[src/rtl/dsr_pkg.sv]
// Package of offsets, field positions and reset values for DMA status.
package dsr_pkg;
   // ****************************************************************
   // Register map
   // ****************************************************************
   localparam logic [3:0] STAT0_ADDR = 4'h0;
   localparam logic [3:0] STAT1_ADDR = 4'h1;
   localparam logic [3:0] IRQ_STAT_ADDR = 4'h2;
   localparam logic [3:0] IRQ_MASK_ADDR = 4'h3;
   // ****************************************************************
   // Fields
   // ****************************************************************
   localparam int NUM_CH = 8;
   localparam int LAST_CH_LSB = 8;
   localparam int LAST_CH_W = 4;
   localparam logic [3:0] LAST_CH_RESET = 4'hF;
   localparam logic [7:0] COLL_RESET = 8'h00;
   localparam logic [7:0] PPSEL_RESET = 8'h00;
   localparam logic [1:0] IRQ_RESET = 2'h0;
   localparam int IRQ_COLL_BIT = 0;
   localparam int IRQ_DONE_BIT = 1;
endpackage : dsr_pkg

[src/rtl/dsr_status.sv]
// DMA controller status reporting registers.
// How it works
// - Channel 3 collision flag sits at bit 3.
// - Channel 2 collision flag sits at bit 2.
// - Channel 1 collision flag sits at bit 1.
// - Channel 0 collision flag sits at bit 0.
// - Collision flag reads one once detected.
// - Collision flag reads zero until detected.
// - Completed transfer loads its channel number.
// - Ping-pong bit is one when secondary selected.
module dsr_status
   import dsr_pkg::*;
(
   input wire logic core_clk_i,
   input wire logic nrst_i,
   input wire logic [3:0] addr_i,
   input wire logic [15:0] wdata_i,
   input wire logic wr_i,
   input wire logic rd_i,
   output logic [15:0] rdata_o,
   input wire logic [7:0] ram_coll_i,
   input wire logic [7:0] done_i,
   input wire logic [7:0] pp_sel_i,
   output logic irq_o
);
   // ****************************************************************
   // Register strobes
   // ****************************************************************
   // Decoded once so that every register and check sees the same hit.
   logic wr_stat0;
   logic wr_irq_stat;
   logic wr_irq_mask;
   assign wr_stat0 = wr_i && (addr_i == STAT0_ADDR);
   assign wr_irq_stat = wr_i && (addr_i == IRQ_STAT_ADDR);
   assign wr_irq_mask = wr_i && (addr_i == IRQ_MASK_ADDR);

   // ****************************************************************
   // Collision flags
   // ****************************************************************
   // Flags are cleared by writing one to the status register, which
   // the documented device leaves open; set still wins a tie.
   logic [7:0] coll_reg;
   logic [7:0] coll_clr;
   assign coll_clr = wr_stat0 ? wdata_i[7:0] : 8'h00;
   genvar g;
   generate
      for (g = 0; g < NUM_CH; g++)
      begin : g_coll
         dsr_sticky_flag u_flag (
            .core_clk_i(core_clk_i),
            .nrst_i(nrst_i),
            .set_i(ram_coll_i[g]),
            .clr_i(coll_clr[g]),
            .flag_o(coll_reg[g])
         );
      end
   endgenerate

   // ****************************************************************
   // Last active channel
   // ****************************************************************
   logic [3:0] last_ch_reg;
   logic [3:0] last_ch_next;
   always_comb
   begin
      last_ch_next = last_ch_reg;
      // Higher channel wins if two finish in one cycle.
      for (int i = 0; i < NUM_CH; i++)
      begin
         if (done_i[i])
            last_ch_next = 4'(i);
      end
   end
   always_ff @(posedge core_clk_i or negedge nrst_i)
   begin
      if (!nrst_i)
         last_ch_reg <= LAST_CH_RESET;
      else
         last_ch_reg <= last_ch_next;
   end

   // ****************************************************************
   // Ping-pong selection
   // ****************************************************************
   logic [7:0] pp_reg;
   always_ff @(posedge core_clk_i or negedge nrst_i)
   begin
      if (!nrst_i)
         pp_reg <= PPSEL_RESET;
      else
         pp_reg <= pp_sel_i;
   end

   // ****************************************************************
   // Interrupts
   // ****************************************************************
   logic [1:0] irq_stat_reg;
   logic [1:0] irq_mask_reg;
   logic [1:0] irq_set;
   logic [1:0] irq_clr;
   always_comb
   begin
      irq_set = IRQ_RESET;
      irq_set[IRQ_COLL_BIT] = |ram_coll_i;
      irq_set[IRQ_DONE_BIT] = |done_i;
   end
   assign irq_clr = wr_irq_stat ? wdata_i[1:0] : 2'h0;
   // The same flag cell as the collision bits, so an event that meets
   // a clear in one cycle is never lost.
   generate
      for (g = 0; g < 2; g++)
      begin : g_irq
         dsr_sticky_flag u_flag (
            .core_clk_i(core_clk_i),
            .nrst_i(nrst_i),
            .set_i(irq_set[g]),
            .clr_i(irq_clr[g]),
            .flag_o(irq_stat_reg[g])
         );
      end
   endgenerate
   always_ff @(posedge core_clk_i or negedge nrst_i)
   begin
      if (!nrst_i)
         irq_mask_reg <= IRQ_RESET;
      else if (wr_irq_mask)
         irq_mask_reg <= wdata_i[1:0];
   end
   assign irq_o = |(irq_stat_reg & irq_mask_reg);

   // ****************************************************************
   // Read port
   // ****************************************************************
   logic [15:0] stat0;
   logic [15:0] stat1;
   logic [15:0] rd_mux;
   always_comb
   begin
      stat0 = 16'h0000;
      stat0[3] = coll_reg[3];
      stat0[2] = coll_reg[2];
      stat0[1] = coll_reg[1];
      stat0[0] = coll_reg[0];
      // Channels 4 to 7 keep the same one-bit-per-channel layout.
      stat0[7:4] = coll_reg[7:4];
      stat1 = 16'h0000;
      stat1[LAST_CH_LSB +: LAST_CH_W] = last_ch_reg;
      stat1[7:0] = pp_reg;
   end
   always_comb
   begin
      case (addr_i)
         STAT0_ADDR: rd_mux = stat0;
         STAT1_ADDR: rd_mux = stat1;
         IRQ_STAT_ADDR: rd_mux = {14'h0000, irq_stat_reg};
         IRQ_MASK_ADDR: rd_mux = {14'h0000, irq_mask_reg};
         default: rd_mux = 16'h0000;
      endcase
   end
   // Read data stand for one cycle only and fall back to zero, so a
   // stale word is never mistaken for a fresh one.
   always_ff @(posedge core_clk_i or negedge nrst_i)
   begin
      if (!nrst_i)
         rdata_o <= 16'h0000;
      else if (rd_i)
         rdata_o <= rd_mux;
      else
         rdata_o <= 16'h0000;
   end

   generate
      for (g = 0; g < NUM_CH; g++)
      begin : g_chk

      end
   endgenerate
endmodule : dsr_status

[src/rtl/dsr_sticky_flag.sv]
// One sticky flag: set wins over clear.
module dsr_sticky_flag
   import dsr_pkg::*;
(
   input wire logic core_clk_i,
   input wire logic nrst_i,
   input wire logic set_i,
   input wire logic clr_i,
   output logic flag_o
);
   always_ff @(posedge core_clk_i or negedge nrst_i)
   begin
      if (!nrst_i)
         flag_o <= 1'b0;
      else if (set_i)
         flag_o <= 1'b1;
      else if (clr_i)
         flag_o <= 1'b0;
   end
endmodule : dsr_sticky_flag

[config.mk]
export PLATFORM = sky130hd
export DESIGN_NAME = dsr_status
export DESIGN_NICKNAME = d
export VERILOG_FILES = /design/src/rtl/dsr_pkg.sv /design/src/rtl/dsr_status.sv /design/src/rtl/dsr_sticky_flag.sv
export SDC_FILE = /design/constraint.sdc
export NUM_CORES = 1
export LEC_CHECK = 0
export BUFFER_PORTS_ARGS = -buffer_cell sky130_fd_sc_hd__buf_4
export CAP_MARGIN = 30
export CORE_ASPECT_RATIO = 1.4
export CORE_MARGIN = 1.5
export CORE_UTILIZATION = 42
export CTS_CLUSTER_DIAMETER = 100
export DETAILED_ROUTE_END_ITERATION = 10
export PLACE_DENSITY_LB_ADDON = 0.12
export SKIP_CTS_REPAIR_TIMING = 1
export SLEW_MARGIN = 10
export SYNTH_ARGS = -nofsm -noshare
export SYNTH_HDL_FRONTEND = slang
export SYNTH_HIERARCHICAL = 1
export SYNTH_SLANG_ARGS = --single-unit
[constraint.sdc]
create_clock -name core_clk_i -period 1.2 [get_ports core_clk_i]
set_clock_uncertainty 0.15 [all_clocks]
set_input_delay 0.12 -clock core_clk_i [delete_from_list [all_inputs] [get_ports core_clk_i]]
set_output_delay 0.12 -clock core_clk_i [all_outputs]
set_load 0.02 [all_outputs]
==> results of run 1 <==
through the flow:
stage / cell area, µm² / setup WS (ns) / power [mW]
after floorplan: 1500 / -0.0809 / 1.44
after global placement: 1960 / -0.298 / 1.63
after detailed placement: 1960 / -0.321 / 1.64
after CTS: 2050 / -0.253 / 2.53
after global routing: 2270 / -0.256 / 2.69
final: 2270 / -0.226 / 2.57
routing by layer:
metal / global-route usage [%] / routed length [µm] / vias to the layer above
met5: 0 / 0 / -
met3: 5.89 / 156 / 7
met1: 19.7 / 1310 / 572
li1: - / - / 575
met4: 8.26 / 53 / 0
met2: 32.8 / 1840 / 36
layout make-up:
type,count,area share (%)
clock buffers,7,3.80
clock inverters,1,0.330
inverters,12,1.98
multi-input cells,72,22.3
flip-flops and latches,36,39.8
well taps,40,2.20
repair buffers,81,29.5
cells by family after synthesis:
| family | synth area share, % |
|---|---|
| muxes | 8.56 |
| DFF | 60.8 |
| AOI/OAI and AO/OA | 7.47 |
| and+or+nand+nor | 16.9 |
| buffers and inverters | 6.04 |
| other | 0.252 |
cell usage in the layout, fill, tap and decap left out, types with 5 or more instances in the layout:
cell,Yosys,final
mux2i_1,6,6
dfrtp_1,32,32
nand2_1,5,5
clkbuf_8,0,6
nor2_1,11,10
dlygate4sd3_1,0,19
a21o_1,10,10
and3_1,7,7
buf_4,4,58
inv_1,12,12
and2_1,8,8
worst register-to-register path, cell delays in order, from the launching register on:
cell     delay [ns]
dfrtp_1        0.38
buf_4          0.13
mux4_2         0.45
and2b_2        0.20
synth_stat cells, types with 3 or more instances:
master and instances:
buf_2 3, inv_1 12, nor2_1 11, buf_4 4, a21o_1 10, mux2i_1 6
nor4_1 4, dfrtp_1 32, and2_1 8, and3_1 7, dfstp_2 4, nand2_1 5
worst max path at each step:
stage	start	endpoint	slack (ns)	cells after the start
6_report	irq_mask_reg[1]	irq_o	-0.23	3
5_1_grt	irq_mask_reg[1]	irq_o	-0.26	3
4_1_cts	g_irq[1].u_flag/flag_o	irq_o	-0.25	3
3_5_place_dp	addr_i[3]	g_coll[4].u_flag/flag_o	-0.32	6
3_3_place_gp	addr_i[3]	g_coll[1].u_flag/flag_o	-0.30	6
2_1_floorplan	addr_i[3]	g_coll[2].u_flag/flag_o	-0.08	5
report_power, final:
part	leakage, nW	switching, mW	internal (mW)
Clock	0.0445	0.417	0.466
Combinational	0.618	0.161	0.242
Sequential	0.414	0.0193	1.26
Total	1.08	0.597	1.97
==> impl_results.md, run 1 <==
* Run status: complete, but fails checks
* Failing checks: hold timing, setup timing
* Clock sink count at 36
* Flop-to-flop setup slack at -0.22 ns
* Post-route ant nets at 0
* HP Start: done_i[4]
* Global placer's final weighted congestion at 0.732
* CP cell instances: buf_4 > a22o_1 > buf_6
* Detailed Routing Iterations Pass 1 at 4
* Power Density at 1130 nW/µm²
* Synthesized area at 1490 µm²
* Buffer and inverter count on the worst path at 2
* FF/Latch Area at 906 µm²
* Clock root buffer: clkbuf_8
* GRT Util Overall at 18.6%
* Port bufs at 52
* Site row count at 25
* First-pass GRT wire length at 5.13 mm
* Antenna violations before repair at 0
* Endpoint class of the critical path: output pin
* DRC viols at 0
* Post-synth top area share at 53.7%
* Clock tree buffer depth at 2
* Placed insts at 220
* P_leak at 1.08 nW
* Worst hold slack at -0.0697 ns
* Clk_lat worst skew at 0.28 ns
* Final worst setup slack at -0.226 ns
* Antenna Cells at 0
* H-Tree Depth at 2
* Leading cell types by total area after synthesis: dfrtp_1, dfstp_2, a21o_1
* Pin count of the biggest net entering global routing at 37
* Min Tclk post-route at 1.43 ns
* Full die area at 3920 µm²
* Max FO, Critical Path at 2
* Final #Nets at 256
* RSZ-0062 raised after global routing: true
* WS Path Type: reg -> out
* Setup TNS at -0.678 ns
* HPWL Detailed at 2.52 mm
* Initial core utilization at 44.1%
* Maximum vdd ir drop at 0.781 mV
* WL final at 3.35 mm
* Synth unique cells at 23
* Core area at 3380 µm²
* Number of synthesized flops with an enable pin at 0
* Multi-input gate area at 508 µm²
* Worst R2R End: rdata_o[1]
* Hold Path Class: in -> reg
* Post-Layout Cell Count at 249
* Clock slew seen by the registers of the worst setup and hold paths at 0.07 ns
* Crit-path slowest cell: dfrtp_1
* Die X at 53.3 µm
* DRT iter0 DRCs at 30
* Reg2Reg Launch Point: irq_mask_reg[1]
* Number of buffers created by CTS at 5
* Grt ovf at 0
* Layout cells sized above 1 at 39.7%
* #FFs+latches synth at 36
* Largest register FFs at 12
* Post-synthesis cell type with the largest combined area: dfrtp_1
* Avg Inst Size Synth at 12.0 µm²
* Worst Hold Depth at 2
* Routed len/inst at 13.5 µm
* Vias/cell at 4.78
* Max Transition Viols Final at 0
* Fill cells at 264
* Cells on worst reg2reg path at 3
* Finished Core Util at 67.3%
* Syn Inst Count at 124
* Via count at 1190
* CP delay by family, top: flip-flops
* CP Launch Type: register
* Final Hold Vio Count at 3
* Vias in the first global route at 1159
* Peak per-stage delay on the critical path at 0.38 ns
* Max_cap viols at 0
* Async S/R FF share, synth at 100%
* Sequential-to-total area share from yosys stat at 60.8%
* Die H at 73.5 µm
* Crit share post-route at 119%
* Hold path endpoint: last_ch_reg[0]
* Top Ports at 65
* Worst EP required at 0.93 ns
* Setup violators final at 6
* Yosys warning total at 6
* Arrival time worst endpoint at 1.16 ns
* CTS tree: yes
* Most used flip-flop cell after synthesis: dfrtp_1
* Max Freq at 701 MHz
* Synth-to-layout area growth at 52.6%
Note: power is estimated with default switching activity, not from simulation.
==> inputs of run 2 (changes only) <==
--- a/config.mk
+++ b/config.mk
@@ -5,14 +5,15 @@
 export SDC_FILE = /design/constraint.sdc
 export NUM_CORES = 1
 export LEC_CHECK = 0
+export ABC_AREA = 1
 export BUFFER_PORTS_ARGS = -buffer_cell sky130_fd_sc_hd__buf_4
 export CAP_MARGIN = 30
 export CORE_ASPECT_RATIO = 1.4
 export CORE_MARGIN = 1.5
-export CORE_UTILIZATION = 42
+export CORE_UTILIZATION = 43
 export CTS_CLUSTER_DIAMETER = 100
 export DETAILED_ROUTE_END_ITERATION = 10
-export PLACE_DENSITY_LB_ADDON = 0.12
+export PLACE_DENSITY = 0.86
 export SKIP_CTS_REPAIR_TIMING = 1
 export SLEW_MARGIN = 10
 export SYNTH_ARGS = -nofsm -noshare
==> run 2 against run 1 <==
Compared with the run above: the flow still finishes with violations (hold timing, setup timing); wire length increased by 8.6%; global-route usage down 0.17 points; via count grew 24%; flip-flop and latch count is the same; sequential share of layout area fell by 2.7 points; maximum frequency increased by 5.7%; die area rose by 5.1%; setup slack improved by 0.077 ns; register-to-register slack better by 0.36 ns; non-clock buffer count grew 2; combinational power up 2%; worst hold slack better by 0.049 ns; critical path type unchanged; critical endpoint unchanged; largest cell class unchanged; largest power group unchanged.
==> impl_results.md, run 2 <==
* Yosys warning total at 6
* Synthesized area at 1610 µm²
* Endpoint class of the critical path: output pin
* Most used flip-flop cell after synthesis: dfrtp_1
* #FFs+latches synth at 36
* CP cell instances: a22o_1 > buf_6
* WS Path Type: reg -> out
* Max FO, Critical Path at 3
* Clock tree buffer depth at 2
* Avg Inst Size Synth at 8.29 µm²
* Site row count at 26
* Global placer's final weighted congestion at 0.718
* Synth-to-layout area growth at 51.7%
* Worst hold slack at -0.0211 ns
* Post-synth top area share at 49.8%
* Via count at 1476
* Final worst setup slack at -0.149 ns
* GRT Util Overall at 18.5%
* Most common cell after layout, fill and taps aside: buf_4
* Pin count of the biggest net entering global routing at 37
* Cells on worst reg2reg path at 5
* Top Ports at 65
* Antenna Cells at 0
* Layout cells sized above 1 at 25.9%
* Buffer and inverter count on the worst path at 1
* DRC viols at 0
* Crit-path slowest cell: dfrtp_1
* Post-synthesis cell type with the largest combined area: dfrtp_1
* Final #Nets at 329
* Worst path depth at 2
* Most frequent cell after synthesis: inv_1
* Peak per-stage delay on the critical path at 0.40 ns
* Die X at 54.7 µm
* Syn Inst Count at 194
* HPWL Detailed at 2.43 mm
* Run status: complete, but fails checks
* Power Density at 1140 nW/µm²
* Clock sink count at 36
* Number of synthesized flops with an enable pin at 0
* Grt ovf at 0
* Max_cap viols at 0
* Vias in the first global route at 1283
* Crit share post-route at 112%
* Hold Path Class: in -> reg
* Finished Core Util at 67.5%
* Setup violators final at 2
* Clk_lat worst skew at 0.29 ns
* Failing checks: hold timing, setup timing
* Max Freq at 741 MHz
* WL final at 3.64 mm
* Largest register FFs at 12
* DRT iter0 DRCs at 17
* Min Tclk post-route at 1.35 ns
* Arrival time worst endpoint at 1.08 ns
* CP Launch Type: register
* Antenna violations before repair at 0
* Routed len/inst at 11.2 µm
* Worst Hold Depth at 5
* Synth cell count leaders: inv_1, nand2_1, dfrtp_1
* Post-route ant nets at 0
* Port bufs at 52
* Initial core utilization at 44.5%
* Max Transition Viols Final at 0
* Die H at 75.4 µm
* Full die area at 4120 µm²
* First-pass GRT wire length at 5.35 mm
* Core area at 3610 µm²
* Number of buffers created by CTS at 5
* Pwr Total at 2.77 mW
* P_leak at 1.30 nW
* Worst EP required at 0.93 ns
* CP delay by family, top: flip-flops
* Vias/cell at 4.56
* Final Hold Vio Count at 2
* Leading cell types by total area after synthesis: dfrtp_1, inv_1, nand2_1
* Setup TNS at -0.168 ns
* H-Tree Depth at 2
* Clock root buffer: clkbuf_8
* Async S/R FF share, synth at 100%
* CTS tree: yes
* RSZ-0062 raised after global routing: true
* Synth unique cells at 16
* Detailed Routing Iterations Pass 1 at 4
* Sequential-to-total area share from yosys stat at 56.3%
* Clock slew seen by the registers of the worst setup and hold paths at 0.07 ns
* Maximum vdd ir drop at 0.964 mV
* DP Worst Slack at 0.0217 ns
* Commonest non-fill, non-tap cells in the layout: buf_4, inv_1, nand2_1
-- run 2: changes by cell type after synthesis, sizes merged, moves of 3 or more --
cell / delta
nand2: +35
mux2i: -6
nand3: +23
inv: +32
and3: -7
a21o: -10
nor2: +18
and2: -8
o21ai: +3
a21oi: +4
-- run 2: worst paths after layout --
kind                                   startpoint                endpoint  slack (ns)
setup / recovery           g_irq[1].u_flag/flag_o                   irq_o       -0.15
hold / removal                      ram_coll_i[1]  g_irq[0].u_flag/flag_o       -0.02
setup reg to reg           g_irq[1].u_flag/flag_o              rdata_o[1]        0.14
hold reg to reg                    last_ch_reg[3]          last_ch_reg[3]        0.32
max in group asynchronous                  nrst_i          last_ch_reg[3]        0.38
min in group asynchronous                  nrst_i         irq_mask_reg[0]        0.18
-- run 2: through the flow --
step,instances,cell area (µm²)
after CTS,296,2160
after detailed placement,288,2040
final,324,2440
after global routing,324,2440
after floorplan,197,1620
after global placement,288,2040
-- run 2: kinds of logic (layout without fill, tap and decap cells) --
kind of cell,after synthesis,in the layout,share of synthesized area [%]
simple gates,96,96,26.7
buf+inv,50,135,12.9
flops,36,36,56.3
compound gates,11,11,3.81
other cells,1,4,0.233
-- run 2: where the power goes --
part / total, mW / internal, mW / leakage [nW] / switching (mW)
sequential: 1.28 / 1.26 / 0.415 / 0.0229
combinational: 0.412 / 0.216 / 0.833 / 0.196
clock: 1.08 / 0.625 / 0.0548 / 0.451
-- run 2: layer usage --
metal,GRT usage [%],vias to the layer above,share of wire (%)
met4,8.33,0,2.3
met1,21.6,676,38
met5,0,-,0
met3,4.71,6,4.5
met2,31.1,50,55
li1,-,744,-
-- run 2: cell type report --
cell class	instances	area, µm²
clock buffer	5	68.8
clock inverter	3	46.3
fill	276	1170
inverter	44	165
multi-input combinational	111	505
sequential	36	906
tap	42	52.6
timing repair buffer	83	694
-- run 2: worst register-to-register path, stage by stage, from the launching register on --
cell	delay [ns]
dfrtp_1	0.40
buf_4	0.14
nand3_1	0.07
nand2_1	0.05
nor2_1	0.09
nor2_1	0.04
==> inputs of run 3 (changes only) <==
==> constraint.sdc (replaced) <==
create_clock -name core_clk_i -period 1.2 [get_ports core_clk_i]
set_clock_uncertainty 0.15 [all_clocks]
set_input_delay 0.12 -clock core_clk_i [delete_from_list [all_inputs] [get_ports core_clk_i]]
set_output_delay 0.12 -clock core_clk_i [all_outputs]
set_load 0.005 [all_outputs]
==> run 3 against run 2 <==
Compared with the run above: the run still ends with hold timing, setup timing left; worst hold slack about the same; count of clock-buffer cells in the layout unchanged; critical path depth stayed put; sequential share of layout area increased by 0.057 points; power shrank 1.4%; wire length decreased by 0.66%; maximum frequency increased by 0.69%; non-clock buffer count stayed put; cell count stayed put; first-iteration DRC count is 12% higher; via count down 0.20%; setup slack improved by 0.0093 ns; largest cell class unchanged.
==> impl_results.md, run 3 (synthesized netlist as in run 2, its figures left out) <==
* Run status: complete, but fails checks
* Failing checks: hold timing, setup timing
* Vias in the first global route at 1283
* Placed insts at 288
* Via count at 1473
* Commonest non-fill, non-tap cells in the layout: buf_4, inv_1, nand2_1
* Flop-to-flop setup slack at 0.14 ns
* Setup violators final at 2
* Post-route ant nets at 0
* Synth-to-layout area growth at 51.4%
* DP Worst Slack at 0.0217 ns
* Port bufs at 52
* Clock root buffer: clkbuf_8
* Max_cap viols at 0
* Max Transition Viols Final at 0
* Worst EP required at 0.93 ns
* Crit-path slowest cell: dfrtp_1
* Clock slew seen by the registers of the worst setup and hold paths at 0.07 ns
* CP Launch Type: register
* Final #Nets at 329
* Hold Path Class: in -> reg
* HP Start: ram_coll_i[1]
* Die X at 54.7 µm
* CTS tree: yes
* Layout cells sized above 1 at 25.9%
* Reg2Reg Launch Point: g_irq[1].u_flag/flag_o
* Clock tree buffer depth at 2
* Crit share post-route at 112%
* Clock sink count at 36
* Worst R2R End: rdata_o[1]
* Arrival time worst endpoint at 1.07 ns
* Cells on worst reg2reg path at 5
* Hold path endpoint: g_irq[0].u_flag/flag_o
* Vias/cell at 4.55
* HPWL Detailed at 2.43 mm
* Max Freq at 746 MHz
* Most common cell after layout, fill and taps aside: buf_4
* Met3 usage at 4.71%
* DRT iter0 DRCs at 19
* Clk_lat worst skew at 0.29 ns
* First-pass GRT wire length at 5.35 mm
* Site row count at 26
* Worst Hold Depth at 5
* Final worst setup slack at -0.140 ns
* H-Tree Depth at 2
* Final Hold Vio Count at 2
* Peak-usage layer in the global routing report: met2
* Die H at 75.4 µm
* Endpoint class of the critical path: output pin
* GRT Util Overall at 18.5%
* Peak per-stage delay on the critical path at 0.40 ns
* Largest register FFs at 12
* Initial core utilization at 44.5%
* Fill cells at 275
* Core area at 3610 µm²
* Routed len/inst at 11.2 µm
* DRC viols at 0
* Met2 Track Usage GR at 31.1%
* WS Path Type: reg -> out
* Worst hold slack at -0.0210 ns
* Max FO, Critical Path at 3
* Antenna violations before repair at 0
* WL final at 3.62 mm
* Post-Layout Cell Count at 324
* Pin count of the biggest net entering global routing at 37
* Antenna Cells at 0
* Grt ovf at 0
* Power Density at 1120 nW/µm²
* Maximum vdd ir drop at 0.962 mV
* Detailed Routing Iterations Pass 1 at 4
* Min Tclk post-route at 1.34 ns
* Global placer's final weighted congestion at 0.718
* RSZ-0062 raised after global routing: true
* Met1 GRT Util at 21.6%
* Finished Core Util at 67.4%
* CP cell instances: a22o_1 > buf_4
* Number of buffers created by CTS at 5
* Top Ports at 65
* Full die area at 4120 µm²
* P_leak at 1.30 nW
## run 3: cell counts in the layout (fill, tap and decap cells not counted)
No cell type changed its count.
## run 3: metal layers
| metal | vias up | share of wire (%) |
|---|---|---|
| li1 | 744 | - |
| met3 | 6 | 4.2 |
| met4 | 0 | 2.3 |
| met1 | 677 | 38 |
| met5 | - | 0 |
| met2 | 46 | 55 |
## run 3: worst max-delay path, delay by kind of cell, from the launching register on
kind	cells	cell delay (ns)
buffers and inverters	1	0.14
flip-flops	1	0.40
AO/OA/AOI/OAI	1	0.25
## run 3: power by group
group / leakage (nW) / switching [mW] / internal, mW
combinational: 0.831 / 0.165 / 0.209
sequential: 0.415 / 0.0229 / 1.26
clock: 0.0548 / 0.451 / 0.625
total: 1.30 / 0.639 / 2.10
## run 3: cell type report
| cell class | instances | area [µm²] | area share (%) |
|---|---|---|---|
| Inverter | 44 | 165 | 6.78 |
| Multi-Input combinational cell | 111 | 505 | 20.8 |
| Tap cell | 42 | 52.6 | 2.16 |
| Clock inverter | 3 | 46.3 | 1.90 |
| Sequential cell | 36 | 906 | 37.2 |
| Timing Repair Buffer | 83 | 691 | 28.4 |
| Clock buffer | 5 | 68.8 | 2.83 |
## run 3: stage by stage
stage | cell area [µm²] | hold slack [ns] | setup TNS (ns) | power, mW
2_1_floorplan | 1620 | -0.326 | 0 | 1.42
3_3_place_gp | 2040 | -0.0636 | 0 | 1.60
3_5_place_dp | 2040 | -0.0550 | 0 | 1.61
4_1_cts | 2160 | -0.367 | -0.155 | 2.69
5_1_grt | 2430 | -0.00172 | -0.276 | 2.86
6_report | 2430 | -0.0210 | -0.158 | 2.73
## run 3: worst max path at each step
stage                                 from                      end  slack [ns]  cells past startpoint
finish              g_irq[1].u_flag/flag_o                    irq_o       -0.14                      2
floorplan                        addr_i[3]  g_coll[0].u_flag/flag_o        0.17                      7
global route        g_irq[1].u_flag/flag_o                    irq_o       -0.17                      2
detailed placement               addr_i[3]   g_irq[1].u_flag/flag_o        0.02                      8
global placement                 addr_i[3]   g_irq[1].u_flag/flag_o        0.07                      8
CTS                 g_irq[1].u_flag/flag_o                    irq_o       -0.16                      2
